[config.mk]
export PLATFORM = sky130hd
export DESIGN_NAME = pes_top
export DESIGN_NICKNAME = d
export VERILOG_FILES = /design/src/inc/pes_pkg.sv /design/src/inc/pes_mem_if.sv /design/src/core/pes_sync.sv /design/src/core/pes_pat_mem.sv /design/src/core/pes_top.sv
export SDC_FILE = /design/constraint.sdc
export NUM_CORES = 2
export LEC_CHECK = 0
export BUFFER_PORTS_ARGS = -buffer_cell sky130_fd_sc_hd__buf_4
export CAP_MARGIN = 5
export CORE_MARGIN = 2
export CORE_UTILIZATION = 70
export CTS_BUF_LIST = sky130_fd_sc_hd__clkbuf_8
export DETAILED_ROUTE_END_ITERATION = 10
export PLACE_DENSITY = 0.85
export SYNTH_ARGS = -nofsm -noshare
export SYNTH_HDL_FRONTEND = slang
export SYNTH_SLANG_ARGS = --single-unit
[constraint.sdc]
create_clock -name mclk_i -period 8.4 [get_ports mclk_i]
set_clock_uncertainty 0.15 [all_clocks]
set_input_delay 0.42 -clock mclk_i [delete_from_list [all_inputs] [get_ports mclk_i]]
set_output_delay 0.42 -clock mclk_i [all_outputs]
set_load 0.02 [all_outputs]
[src/inc/pes_pkg.sv]
// constants and types for the pattern exposure sequencer
package pes_pkg;

	// ********************************
	// clock and timing
	// ********************************
	localparam int CLK_HZ = 50_000_000;
	localparam int CLK_NS = 20;
	localparam int TW = 24;
	localparam int FTRIG_MIN_NS = 20_000;
	localparam int FTRIG_CYC = (FTRIG_MIN_NS + CLK_NS - 1) / CLK_NS;
	localparam int PAT1_MAX_HZ = 2500;
	localparam int PAT1_MIN_CYC = (CLK_HZ + PAT1_MAX_HZ - 1) / PAT1_MAX_HZ;
	localparam int EXT8_MAX_MHZ = 120_000;
	localparam int EXT1_MAX_MHZ = 104_200;
	localparam longint EXT8_MIN_FRAME_CYC = (longint'(CLK_HZ) * 1000 + EXT8_MAX_MHZ - 1) / EXT8_MAX_MHZ;
	localparam longint EXT1_MIN_FRAME_CYC = (longint'(CLK_HZ) * 1000 + EXT1_MAX_MHZ - 1) / EXT1_MAX_MHZ;

	// ********************************
	// sizes
	// ********************************
	localparam int VW = 24;
	localparam int PW = 8;
	localparam int EXT8_MAX_PAT = 3;
	localparam int EXT1_MAX_PAT = 24;
	localparam int MEM_AW = 6;
	localparam int MEM_DEPTH = 64;
	localparam int ILL_W = 3;
	localparam int APB_AW = 8;

	// ********************************
	// register offsets
	// ********************************
	localparam logic [APB_AW-1:0] REG_CTRL = 8'h00;
	localparam logic [APB_AW-1:0] REG_PRE_DARK = 8'h04;
	localparam logic [APB_AW-1:0] REG_EXPOSURE = 8'h08;
	localparam logic [APB_AW-1:0] REG_POST_DARK = 8'h0C;
	localparam logic [APB_AW-1:0] REG_FTRIG_DLY = 8'h10;
	localparam logic [APB_AW-1:0] REG_PTRIG_DLY = 8'h14;
	localparam logic [APB_AW-1:0] REG_ILLUM = 8'h18;
	localparam logic [APB_AW-1:0] REG_SET_PERIOD = 8'h1C;
	localparam logic [APB_AW-1:0] REG_MEM_ADDR = 8'h20;
	localparam logic [APB_AW-1:0] REG_MEM_DATA = 8'h24;
	localparam logic [APB_AW-1:0] REG_STATUS = 8'h28;

	// ********************************
	// field positions and reset values
	// ********************************
	localparam int CTRL_MODE_LSB = 0;
	localparam int CTRL_TRIGIN_BIT = 2;
	localparam int CTRL_RUN_BIT = 3;
	localparam int CTRL_PPF_LSB = 4;
	localparam int CTRL_CNT_LSB = 8;
	localparam int STAT_READY_BIT = 0;
	localparam int STAT_RATE_BIT = 1;
	localparam int STAT_ST_LSB = 4;
	localparam int STAT_IDX_LSB = 8;
	localparam logic [TW-1:0] TIME_RST = 24'h00_0000;
	localparam logic [8:0] ILLUM_RST = 9'h000;

	typedef enum logic [1:0] {MODE_OFF, MODE_EXT8, MODE_EXT1, MODE_INT} pes_mode_type;
	typedef enum logic [2:0] {S_IDLE, S_PRE, S_EXP, S_POST, S_FILL, S_WAIT} pes_state_type;

endpackage : pes_pkg

[src/inc/pes_mem_if.sv]
// pattern memory write and read port bundle
`timescale 1ns/10ps
`default_nettype none
interface pes_mem_if;
	import pes_pkg::*;
	logic we;
	logic [MEM_AW-1:0] waddr;
	logic [PW-1:0] wdata;
	logic [MEM_AW-1:0] raddr;
	logic [PW-1:0] rdata;
	modport ctrl (output we, output waddr, output wdata, output raddr, input rdata);
	modport mem (input we, input waddr, input wdata, input raddr, output rdata);
endinterface : pes_mem_if
`default_nettype wire

[src/core/pes_sync.sv]
// three-stage input synchroniser with agreement filter
`timescale 1ns/10ps
`default_nettype none
module pes_sync
	import pes_pkg::*;
#(
	parameter int W = 1
)(
	input wire logic mclk_i,
	input wire logic rst_b_i,
	input wire logic [W-1:0] d_i,
	output logic [W-1:0] q_o
);
	typedef struct packed {
		logic [W-1:0] s1;
		logic [W-1:0] s2;
		logic [W-1:0] s3;
		logic [W-1:0] q;
	} pes_sync_type;

	pes_sync_type sync_reg;
	pes_sync_type sync_next;

	// ********************************
	// bit takes new value when stages two and three agree
	// ********************************
	always_comb
	begin
		sync_next = sync_reg;
		sync_next.s1 = d_i;
		sync_next.s2 = sync_reg.s1;
		sync_next.s3 = sync_reg.s2;
		sync_next.q = (sync_reg.s2 & sync_reg.s3) | (sync_reg.q & (sync_reg.s2 ^ sync_reg.s3));
	end

	always_ff @(posedge mclk_i or negedge rst_b_i)
	begin
		if (!rst_b_i)
			sync_reg <= '0;
		else
			sync_reg <= sync_next;
	end

	assign q_o = sync_reg.q;
endmodule : pes_sync
`default_nettype wire

[src/core/pes_pat_mem.sv]
// internal one-dimensional pattern store with registered read
`timescale 1ns/10ps
`default_nettype none
module pes_pat_mem
	import pes_pkg::*;
(
	input wire logic mclk_i,
	input wire logic rst_b_i,
	pes_mem_if.mem mif
);
	typedef struct packed {
		logic [MEM_DEPTH-1:0][PW-1:0] mem;
		logic [PW-1:0] rdata;
	} pes_mem_type;

	pes_mem_type mem_reg;
	pes_mem_type mem_next;

	always_comb
	begin
		mem_next = mem_reg;
		if (mif.we)
			mem_next.mem[mif.waddr] = mif.wdata;
		mem_next.rdata = mem_reg.mem[mif.raddr];
	end

	always_ff @(posedge mclk_i or negedge rst_b_i)
	begin
		if (!rst_b_i)
			mem_reg <= '0;
		else
			mem_reg <= mem_next;
	end

	assign mif.rdata = mem_reg.rdata;
endmodule : pes_pat_mem
`default_nettype wire

[src/core/pes_top.sv]
// pattern exposure sequencer: apb registers, frame and pattern timing, triggers
// Function
// - 8-bit external mode accepts frames up to 120 Hz, 360 Hz patterns.
// - 8-bit external mode shows one, two or three patterns per frame.
// - all patterns in a frame share dark and exposure times; light only in exposure.
// - leftover frame time after last pattern stays dark until next frame.
// - 8-bit mode selects an illuminator per pattern during exposure.
// - frame trigger is a 20 us high pulse after delay from input sync.
// - pattern trigger high in exposure, delay from pattern start, shared per frame.
// - 1-bit mode takes frames up to 104.2 Hz, each input bit a pattern.
// - each 1-bit pattern runs at most 2500 Hz.
// - 1-bit mode uses one illuminator for every pattern of a frame.
// - internal mode shows one stored line replicated over the whole array.
// - on start command internal mode plays the loaded stored patterns.
// - internal frame sync comes from the stored pattern set period.
// - free running frame trigger delay counts from the internal frame sync.
// - trigger-in mode raises ready while a new advance can be accepted.
// - trigger-in frame trigger delay counts from the advance edge.
// - advance input only honoured in internal mode.
// - 8-bit mode packs one, two or three patterns into the 24-bit word.
//
// Decided for this implementation: the APB interface to the registers and the register addresses.
`timescale 1ns/10ps
`default_nettype none
module pes_top
	import pes_pkg::*;
#(
	parameter logic [TW-1:0] PAT1_MIN_CYC_P = TW'(PAT1_MIN_CYC),
	parameter logic [TW-1:0] EXT8_MIN_FRAME_P = TW'(EXT8_MIN_FRAME_CYC),
	parameter logic [TW-1:0] EXT1_MIN_FRAME_P = TW'(EXT1_MIN_FRAME_CYC)
)(
	input wire logic mclk_i,
	input wire logic rst_b_i,
	input wire logic psel_i,
	input wire logic penable_i,
	input wire logic pwrite_i,
	input wire logic [APB_AW-1:0] paddr_i,
	input wire logic [31:0] pwdata_i,
	output logic [31:0] prdata_o,
	output logic pready_o,
	output logic pslverr_o,
	input wire logic pclk_i,
	input wire logic vsync_i,
	input wire logic data_enable_i,
	input wire logic [VW-1:0] pdata_i,
	input wire logic pattern_advance_i,
	output logic frame_trigger_o,
	output logic pattern_trigger_o,
	output logic trigger_accept_ready_o,
	output logic [ILL_W-1:0] illum_o,
	output logic [PW-1:0] pattern_data_o
);
	typedef struct packed {
		pes_mode_type mode;
		logic pattern_advance_in;
		logic run;
		logic [1:0] ppf;
		logic [5:0] cnt;
		logic [TW-1:0] pre;
		logic [TW-1:0] expo;
		logic [TW-1:0] post;
		logic [TW-1:0] ftd;
		logic [TW-1:0] ptd;
		logic [TW-1:0] set_period;
		logic [8:0] illum;
		logic [MEM_AW-1:0] maddr;
		logic mwe;
		logic [MEM_AW-1:0] mwaddr;
		logic [PW-1:0] mwdata;
		logic pready;
		logic pslverr;
		logic [31:0] prdata;
		logic rate_err;
		pes_state_type st;
		logic [5:0] idx;
		logic [TW-1:0] tcnt;
		logic [TW-1:0] pat_el;
		logic [TW-1:0] frm_el;
		logic [TW-1:0] int_cnt;
		logic [TW-1:0] ftd_cnt;
		logic [TW-1:0] ptd_cnt;
		logic ftd_arm;
		logic [15:0] ftp_cnt;
		logic [VW-1:0] word;
		logic cap_pend;
		logic pclk_d;
		logic vs_d;
		logic adv_d;
		logic ftrig;
		logic ptrig;
		logic ready;
		logic [ILL_W-1:0] illum_o;
		logic [PW-1:0] pdata;
	} pes_top_state_type;

	pes_top_state_type r;
	pes_top_state_type n;
	pes_mem_if mif ();
	logic [VW+3:0] sy;
	logic pclk_s;
	logic vs_s;
	logic adv_s;
	logic de_s;
	logic acc;
	logic hit;
	logic [31:0] rdv;
	logic [5:0] np;
	logic ext_mode;
	logic int_free;
	logic int_trig;
	logic fs_ext;
	logic fs_free;
	logic fs;
	logic adv_ok;
	logic post_done;

	// ********************************
	// helpers
	// ********************************
	function automatic logic done(input logic [TW-1:0] c, input logic [TW-1:0] v);
		return (c + 24'h00_0001) >= v;
	endfunction : done

	function automatic logic [5:0] npat(input pes_mode_type m, input logic [1:0] ppf, input logic [5:0] cnt);
		if (m == MODE_EXT8)
			return (ppf == 2'd0) ? 6'd1 : {4'd0, ppf};
		if (m == MODE_EXT1)
			return (cnt == 6'd0) ? 6'd1 : ((cnt > 6'(EXT1_MAX_PAT)) ? 6'(EXT1_MAX_PAT) : cnt);
		return (cnt == 6'd0) ? 6'd1 : cnt;
	endfunction : npat

	function automatic logic [ILL_W-1:0] illum_pick(input pes_mode_type m, input logic [8:0] il, input logic [5:0] i);
		if (m != MODE_EXT8)
			return il[2:0];
		unique case (i[1:0])
			2'd1: return il[5:3];
			2'd2: return il[8:6];
			default: return il[2:0];
		endcase
	endfunction : illum_pick

	// ********************************
	// input synchronisers and pattern memory
	// ********************************
	pes_sync #(
		.W(VW + 4)
	) u_sync (
		.mclk_i(mclk_i),
		.rst_b_i(rst_b_i),
		.d_i({data_enable_i, pattern_advance_i, pclk_i, vsync_i, pdata_i}),
		.q_o(sy)
	);

	pes_pat_mem u_mem (
		.mclk_i(mclk_i),
		.rst_b_i(rst_b_i),
		.mif(mif.mem)
	);

	assign de_s = sy[VW+3];
	assign adv_s = sy[VW+2];
	assign pclk_s = sy[VW+1];
	assign vs_s = sy[VW];
	assign mif.we = r.mwe;
	assign mif.waddr = r.mwaddr;
	assign mif.wdata = r.mwdata;
	assign mif.raddr = r.idx;

	// ********************************
	// register decode
	// ********************************
	always_comb
	begin
		hit = 1'b1;
		rdv = 32'h0000_0000;
		case (paddr_i)
			REG_CTRL:
			begin
				rdv[CTRL_MODE_LSB +: 2] = r.mode;
				rdv[CTRL_TRIGIN_BIT] = r.pattern_advance_in;
				rdv[CTRL_RUN_BIT] = r.run;
				rdv[CTRL_PPF_LSB +: 2] = r.ppf;
				rdv[CTRL_CNT_LSB +: 6] = r.cnt;
			end
			REG_PRE_DARK: rdv[TW-1:0] = r.pre;
			REG_EXPOSURE: rdv[TW-1:0] = r.expo;
			REG_POST_DARK: rdv[TW-1:0] = r.post;
			REG_FTRIG_DLY: rdv[TW-1:0] = r.ftd;
			REG_PTRIG_DLY: rdv[TW-1:0] = r.ptd;
			REG_ILLUM: rdv[8:0] = r.illum;
			REG_SET_PERIOD: rdv[TW-1:0] = r.set_period;
			REG_MEM_ADDR: rdv[MEM_AW-1:0] = r.maddr;
			REG_MEM_DATA: rdv = 32'h0000_0000;
			REG_STATUS:
			begin
				rdv[STAT_READY_BIT] = r.ready;
				rdv[STAT_RATE_BIT] = r.rate_err;
				rdv[STAT_ST_LSB +: 3] = r.st;
				rdv[STAT_IDX_LSB +: 6] = r.idx;
			end
			default: hit = 1'b0;
		endcase
	end

	// ********************************
	// next state
	// ********************************
	always_comb
	begin
		n = r;
		acc = psel_i & penable_i;
		n.mwe = 1'b0;
		n.pready = acc & ~r.pready;
		n.pslverr = 1'b0;
		if (acc & ~r.pready)
		begin
			n.pslverr = ~hit;
			n.prdata = hit ? rdv : 32'h0000_0000;
		end
		if (acc & r.pready & pwrite_i)
		begin
			case (paddr_i)
				REG_CTRL:
				begin
					n.mode = pes_mode_type'(pwdata_i[CTRL_MODE_LSB +: 2]);
					n.pattern_advance_in = pwdata_i[CTRL_TRIGIN_BIT];
					n.run = pwdata_i[CTRL_RUN_BIT];
					n.ppf = pwdata_i[CTRL_PPF_LSB +: 2];
					n.cnt = pwdata_i[CTRL_CNT_LSB +: 6];
				end
				REG_PRE_DARK: n.pre = pwdata_i[TW-1:0];
				REG_EXPOSURE: n.expo = pwdata_i[TW-1:0];
				REG_POST_DARK: n.post = pwdata_i[TW-1:0];
				REG_FTRIG_DLY: n.ftd = pwdata_i[TW-1:0];
				REG_PTRIG_DLY: n.ptd = pwdata_i[TW-1:0];
				REG_ILLUM: n.illum = pwdata_i[8:0];
				REG_SET_PERIOD: n.set_period = pwdata_i[TW-1:0];
				REG_MEM_ADDR: n.maddr = pwdata_i[MEM_AW-1:0];
				REG_MEM_DATA:
				begin
					n.mwe = 1'b1;
					n.mwaddr = r.maddr;
					n.mwdata = pwdata_i[PW-1:0];
					n.maddr = r.maddr + 6'd1;
				end
				REG_STATUS:
				begin
					if (pwdata_i[STAT_RATE_BIT])
						n.rate_err = 1'b0;
				end
				default: ;
			endcase
		end

		// frame sources
		n.pclk_d = pclk_s;
		n.vs_d = vs_s;
		n.adv_d = adv_s;
		np = npat(r.mode, r.ppf, r.cnt);
		ext_mode = (r.mode == MODE_EXT8) | (r.mode == MODE_EXT1);
		int_free = (r.mode == MODE_INT) & r.run & ~r.pattern_advance_in;
		int_trig = (r.mode == MODE_INT) & r.run & r.pattern_advance_in;
		fs_ext = ext_mode & vs_s & ~r.vs_d;
		fs_free = int_free & done(r.int_cnt, r.set_period);
		n.int_cnt = int_free ? (fs_free ? TIME_RST : r.int_cnt + 24'h00_0001) : TIME_RST;
		adv_ok = int_trig & adv_s & ~r.adv_d & r.ready;
		fs = fs_ext | fs_free;

		// frame rate watch
		n.frm_el = (r.frm_el != '1) ? r.frm_el + 24'h00_0001 : r.frm_el;
		if (fs_ext)
		begin
			n.frm_el = TIME_RST;
			if (r.st != S_IDLE && (r.st != S_FILL ||
				r.frm_el < ((r.mode == MODE_EXT8) ? EXT8_MIN_FRAME_P : EXT1_MIN_FRAME_P)))
				n.rate_err = 1'b1;
			n.cap_pend = 1'b1;
		end
		if (r.cap_pend & pclk_s & ~r.pclk_d & de_s)
		begin
			n.word = sy[VW-1:0];
			n.cap_pend = 1'b0;
		end

		// pattern sequence
		n.tcnt = r.tcnt + 24'h00_0001;
		n.pat_el = r.pat_el + 24'h00_0001;
		n.ptd_cnt = (r.ptd_cnt != TIME_RST) ? r.ptd_cnt - 24'h00_0001 : r.ptd_cnt;
		post_done = done(r.tcnt, r.post) && (r.mode != MODE_EXT1 || done(r.pat_el, PAT1_MIN_CYC_P));
		unique case (r.st)
			S_IDLE:
			begin
				if (int_trig)
				begin
					n.st = S_WAIT;
					n.idx = 6'd0;
				end
			end
			S_PRE:
			begin
				if (done(r.tcnt, r.pre))
				begin
					n.st = S_EXP;
					n.tcnt = TIME_RST;
				end
			end
			S_EXP:
			begin
				if (done(r.tcnt, r.expo))
				begin
					n.st = S_POST;
					n.tcnt = TIME_RST;
				end
			end
			S_POST:
			begin
				if (post_done)
				begin
					if (int_trig)
					begin
						n.st = S_WAIT;
						n.idx = (r.idx + 6'd1 >= np) ? 6'd0 : r.idx + 6'd1;
					end
					else if (r.idx + 6'd1 < np)
					begin
						n.st = S_PRE;
						n.idx = r.idx + 6'd1;
						n.tcnt = TIME_RST;
						n.pat_el = TIME_RST;
						n.ptd_cnt = r.ptd;
					end
					else
						n.st = S_FILL;
				end
			end
			S_FILL: ;
			S_WAIT:
			begin
				if (adv_ok)
				begin
					n.st = S_PRE;
					n.tcnt = TIME_RST;
					n.pat_el = TIME_RST;
					n.ptd_cnt = r.ptd;
				end
			end
		endcase
		if (fs)
		begin
			n.st = S_PRE;
			n.idx = 6'd0;
			n.tcnt = TIME_RST;
			n.pat_el = TIME_RST;
			n.ptd_cnt = r.ptd;
		end
		if (!(ext_mode | int_free | int_trig) || (r.st == S_WAIT && !int_trig))
		begin
			n.st = S_IDLE;
			n.idx = 6'd0;
		end
		n.ready = (n.st == S_WAIT);

		// frame trigger delay and pulse
		if (r.ftp_cnt != 16'h0000)
			n.ftp_cnt = r.ftp_cnt - 16'h0001;
		if (r.ftd_arm)
		begin
			if (r.ftd_cnt == TIME_RST)
			begin
				n.ftd_arm = 1'b0;
				n.ftp_cnt = 16'(FTRIG_CYC);
			end
			else
				n.ftd_cnt = r.ftd_cnt - 24'h00_0001;
		end
		if (fs | (adv_ok & (r.idx == 6'd0)))
		begin
			n.ftd_arm = 1'b1;
			n.ftd_cnt = r.ftd;
		end
		n.ftrig = (n.ftp_cnt != 16'h0000);

		// pattern trigger, light and data
		n.ptrig = (n.st == S_EXP) && (n.ptd_cnt == TIME_RST);
		n.illum_o = (n.st == S_EXP) ? illum_pick(r.mode, r.illum, n.idx) : 3'd0;
		unique case (r.mode)
			MODE_EXT8: n.pdata = r.word[n.idx[1:0] * 8 +: 8];
			MODE_EXT1: n.pdata = {PW{r.word[n.idx[4:0]]}};
			MODE_INT: n.pdata = mif.rdata;
			MODE_OFF: n.pdata = 8'h00;
		endcase
	end

	always_ff @(posedge mclk_i or negedge rst_b_i)
	begin
		if (!rst_b_i)
			r <= '0;
		else
			r <= n;
	end

	assign prdata_o = r.prdata;
	assign pready_o = r.pready;
	assign pslverr_o = r.pslverr;
	assign frame_trigger_o = r.ftrig;
	assign pattern_trigger_o = r.ptrig;
	assign trigger_accept_ready_o = r.ready;
	assign illum_o = r.illum_o;
	assign pattern_data_o = r.pdata;
endmodule : pes_top
`default_nettype wire

==> impl_metrics.json <==
{
  "status": "finished clean",
  "required_ns": 8.98,
  "clkSlewWorstSetupHoldPaths_ns": 0.06,
  "cts_root_buf": "clkbuf_8",
  "wirelength_um": 125000,
  "drv_slew": 0,
  "htree_num_levels": 4,
  "core.rowCount": 98,
  "die_width_um": 274,
  "syn_area_um2": 51000,
  "drv_cap": 0,
  "power_leakage_nw": 27.0,
  "post_cts_buffers": 0,
  "hold_viol": 0,
  "fin_cells": 5178,
  "cp-start-kind": "flop",
  "p_seq_share_pct": 50.5,
  "max_freq_mhz": 144,
  "setup_viol": 0,
  "arrival_ns": 7.51,
  "grt_pass1_vias": 35256,
  "dieArea_um2": 75100,
  "p_switching_w": 0.00293,
  "peakVddDrop_uv": 152,
  "p_per_area_nw_per_um2": 194,
  "synthCells": 3976,
  "clock_latency_ns": 0.84,
  "numPortBuffers": 104,
  "postCtsHoldBufs": 54,
  "fillerInstances": 4150,
  "synth_top_cells_by_area": "dfrtp_1 52%, mux2_2 16%, mux4_2 7.1%",
  "antenna_found_initial": 5,
  "rsz0062_at_grt": "no",
  "largest_reg_flops": 512,
  "netlist-cell-type-count": 99,
  "synth.most_common_cell": "dfrtp_1",
  "num_io_pins": 121,
  "ys_ff_latch": 1057,
  "yosys_warnings": 0,
  "fp.coreArea_um2": 71900,
  "finalCritPeriodShare_pct": 82.5,
  "yosys.area.top_type_share_pct": 51.8,
  "cts-buffers-inserted": 166,
  "critPathCaptureType": "flop",
  "hold_path_class": "input port to flop",
  "crit_fanout": 15,
  "maxSlewHeadroom_pct": 13.7,
  "synth_top_cell_by_area": "dfrtp_1",
  "drt-initial-drc-count": 3315,
  "ant_nets": 0,
  "via_per_inst": 6.56,
  "internal-power_w": 0.00798,
  "max-clock-path-buffers": 3,
  "sw_frac_of_total_pct": 26.8,
  "fin_setup_tns_ns": 0,
  "fin_crit_ns": 6.93,
  "worst_slew_pin_slew_ns": 1.29,
  "grt_pass1_wl_um": 198000,
  "cts.sinks": 1057,
  "drtPass1Iterations": 7,
  "combPwrFrac_pct": 10.4,
  "synth-edff-count": 0,
  "routedWlPerCell_um": 24.2,
  "gp_congestion": 0.952,
  "initial_core_util_pct": 71.0,
  "grtUsageTotal_pct": 34.4,
  "place_inst": 4832,
  "multiInputGateArea_um2": 22900,
  "cts_resized": 0,
  "vias": 33993,
  "synth_common_cells": "1057 x dfrtp_1, 722 x mux2_2, 220 x nor2_1",
  "drive_gt1_share_pct": 31.3,
  "hpwlAfterDp_um": 82900,
  "syn_avg_cell_area_um2": 12.8,
  "path_class": "flop to flop",
  "drc": 0,
  "fp.dieH_um": 274,
  "nets": 4333,
  "power.share.clock_pct": 39.1,
  "synthToLayoutAreaGrowth_pct": 10.0,
  "postSynth.asyncResetShare_pct": 100,
  "cts_tree": "yes",
  "ys_seq_area_share_pct": 51.8,
  "seq_area_um2": 26500,
  "overflow": 0,
  "synthFlopType": "dfrtp_1",
  "grt_max_degree": 199
}
==> worst paths after layout <==
kind                                      start                   end  slack, ns  depth (start not counted)
max                                      r[109]     pattern_data_o[5]       1.47                         22
min                                    pwrite_i                r[212]       0.07                          6
max reg2reg                              r[109]     pattern_data_o[5]       1.47                         22
min reg2reg                u_sync.sync_next[78]  u_sync.sync_next[50]       0.20                          0
max in group asynchronous               rst_b_i    u_mem.mem_reg[449]       5.85                          4
min in group asynchronous               rst_b_i                r[343]       0.08                          2
==> critical path, stage by stage, from the launching register on <==
cell	delay, ns
dfrtp_1	0.41
nand3_1	0.11
nor2_1	0.16
nand2_1	0.07
nor2_1	0.34
nand2_1	0.20
or3_1	0.42
inv_1	0.10
and3_1	0.18
xor2_1	0.21
ha_1	0.28
nand3_1	0.11
nor2_1	0.06
a221o_1	0.42
a211oi_1	0.34
a21boi_0	0.87
nand3_1	0.29
mux2i_4	0.64
inv_4	0.20
mux2i_1	0.16
a22oi_1	0.65
a211oi_1	0.18
a211oi_1	0.28
==> layout by cell type, fill, tap and decap left out, drive strengths merged, types with 14 or more instances in the layout <==
| cell | Yosys | final |
|---|---|---|
| nor2 | 222 | 222 |
| nand4 | 35 | 35 |
| nor2b | 42 | 42 |
| nand2b | 18 | 18 |
| xor2 | 60 | 60 |
| a22o | 32 | 32 |
| nor4 | 31 | 31 |
| o21ai | 63 | 63 |
| nand3 | 83 | 83 |
| and2 | 16 | 16 |
| ha | 156 | 156 |
| or3 | 23 | 23 |
| xnor2 | 76 | 76 |
| a221oi | 30 | 30 |
| inv | 168 | 237 |
| dfrtp | 1057 | 1057 |
| a22oi | 37 | 37 |
| a21oi | 82 | 82 |
| mux2 | 723 | 723 |
| nor3 | 57 | 57 |
| mux2i | 33 | 33 |
| or2 | 14 | 14 |
| a31oi | 30 | 30 |
| and3 | 52 | 52 |
| mux4 | 161 | 161 |
| clkinv | 2 | 17 |
| dlygate4sd3 | 0 | 54 |
| a211oi | 43 | 43 |
| or4 | 15 | 15 |
| clkbuf | 172 | 201 |
| a21o | 55 | 55 |
| buf | 77 | 148 |
| nand2 | 175 | 175 |
==> through the flow <==
step	worst slack [ns]	utilization [%]	instance area, um2	total power [W]	hold slack [ns]
final	1.47	78.1	56100	0.0109	0.0674
after detailed placement	1.66	72.8	52300	0.00668	0.186
after CTS	1.65	78.1	56100	0.0110	0.00982
after floorplan	3.00	-	51100	0.00628	-0.0256
after global routing	0.959	78.1	56100	0.0114	0.0407
after global placement	1.81	72.8	52300	0.00662	0.182
==> cell families (layout without fill, tap and decap cells) <==
group / after synthesis / count (layout) / share of synthesized area, %
mux: 917 / 917 / 23.7
flops: 1057 / 1057 / 51.8
simple gates: 818 / 818 / 8.03
xor+xnor: 136 / 136 / 2.33
compound gates: 472 / 472 / 6.77
fa+ha+maj: 156 / 156 / 3.83
buf+inv: 419 / 661 / 3.46
other cells: 1 / 11 / 0.00735
==> layer usage <==
layer | wire [um] | part of all wire [%] | vias to the layer above | track usage, %
met5 | 13 | 0.010 | - | 0
met4 | 5640 | 4.5 | 2 | 16.0
met3 | 9990 | 8.0 | 367 | 7.78
met2 | 60600 | 48 | 1503 | 55.3
met1 | 49200 | 39 | 17399 | 45.0
li1 | - | - | 14722 | -
==> area by class of cell <==
class / count / area share [%]
clock inverters: 88 / 0.885
clock buffers: 201 / 4.93
inverters: 170 / 1.15
diodes: 3 / 0.0134
flip-flops and latches: 1057 / 47.1
multi-input cells: 2507 / 40.7
repair buffers: 202 / 3.02
well taps: 950 / 2.12
==> power groups by stage <==
stage	Clock [W]	Sequential [W]	Combinational, W
finish	0.00427	0.00550	0.00114
global placement	0	0.00558	0.00105
floorplan	0	0.00553	0.000750
CTS	0.00432	0.00550	0.00113
detailed placement	0	0.00559	0.00109
global route	0.00456	0.00553	0.00127
Power figures use the tool's default switching activity.
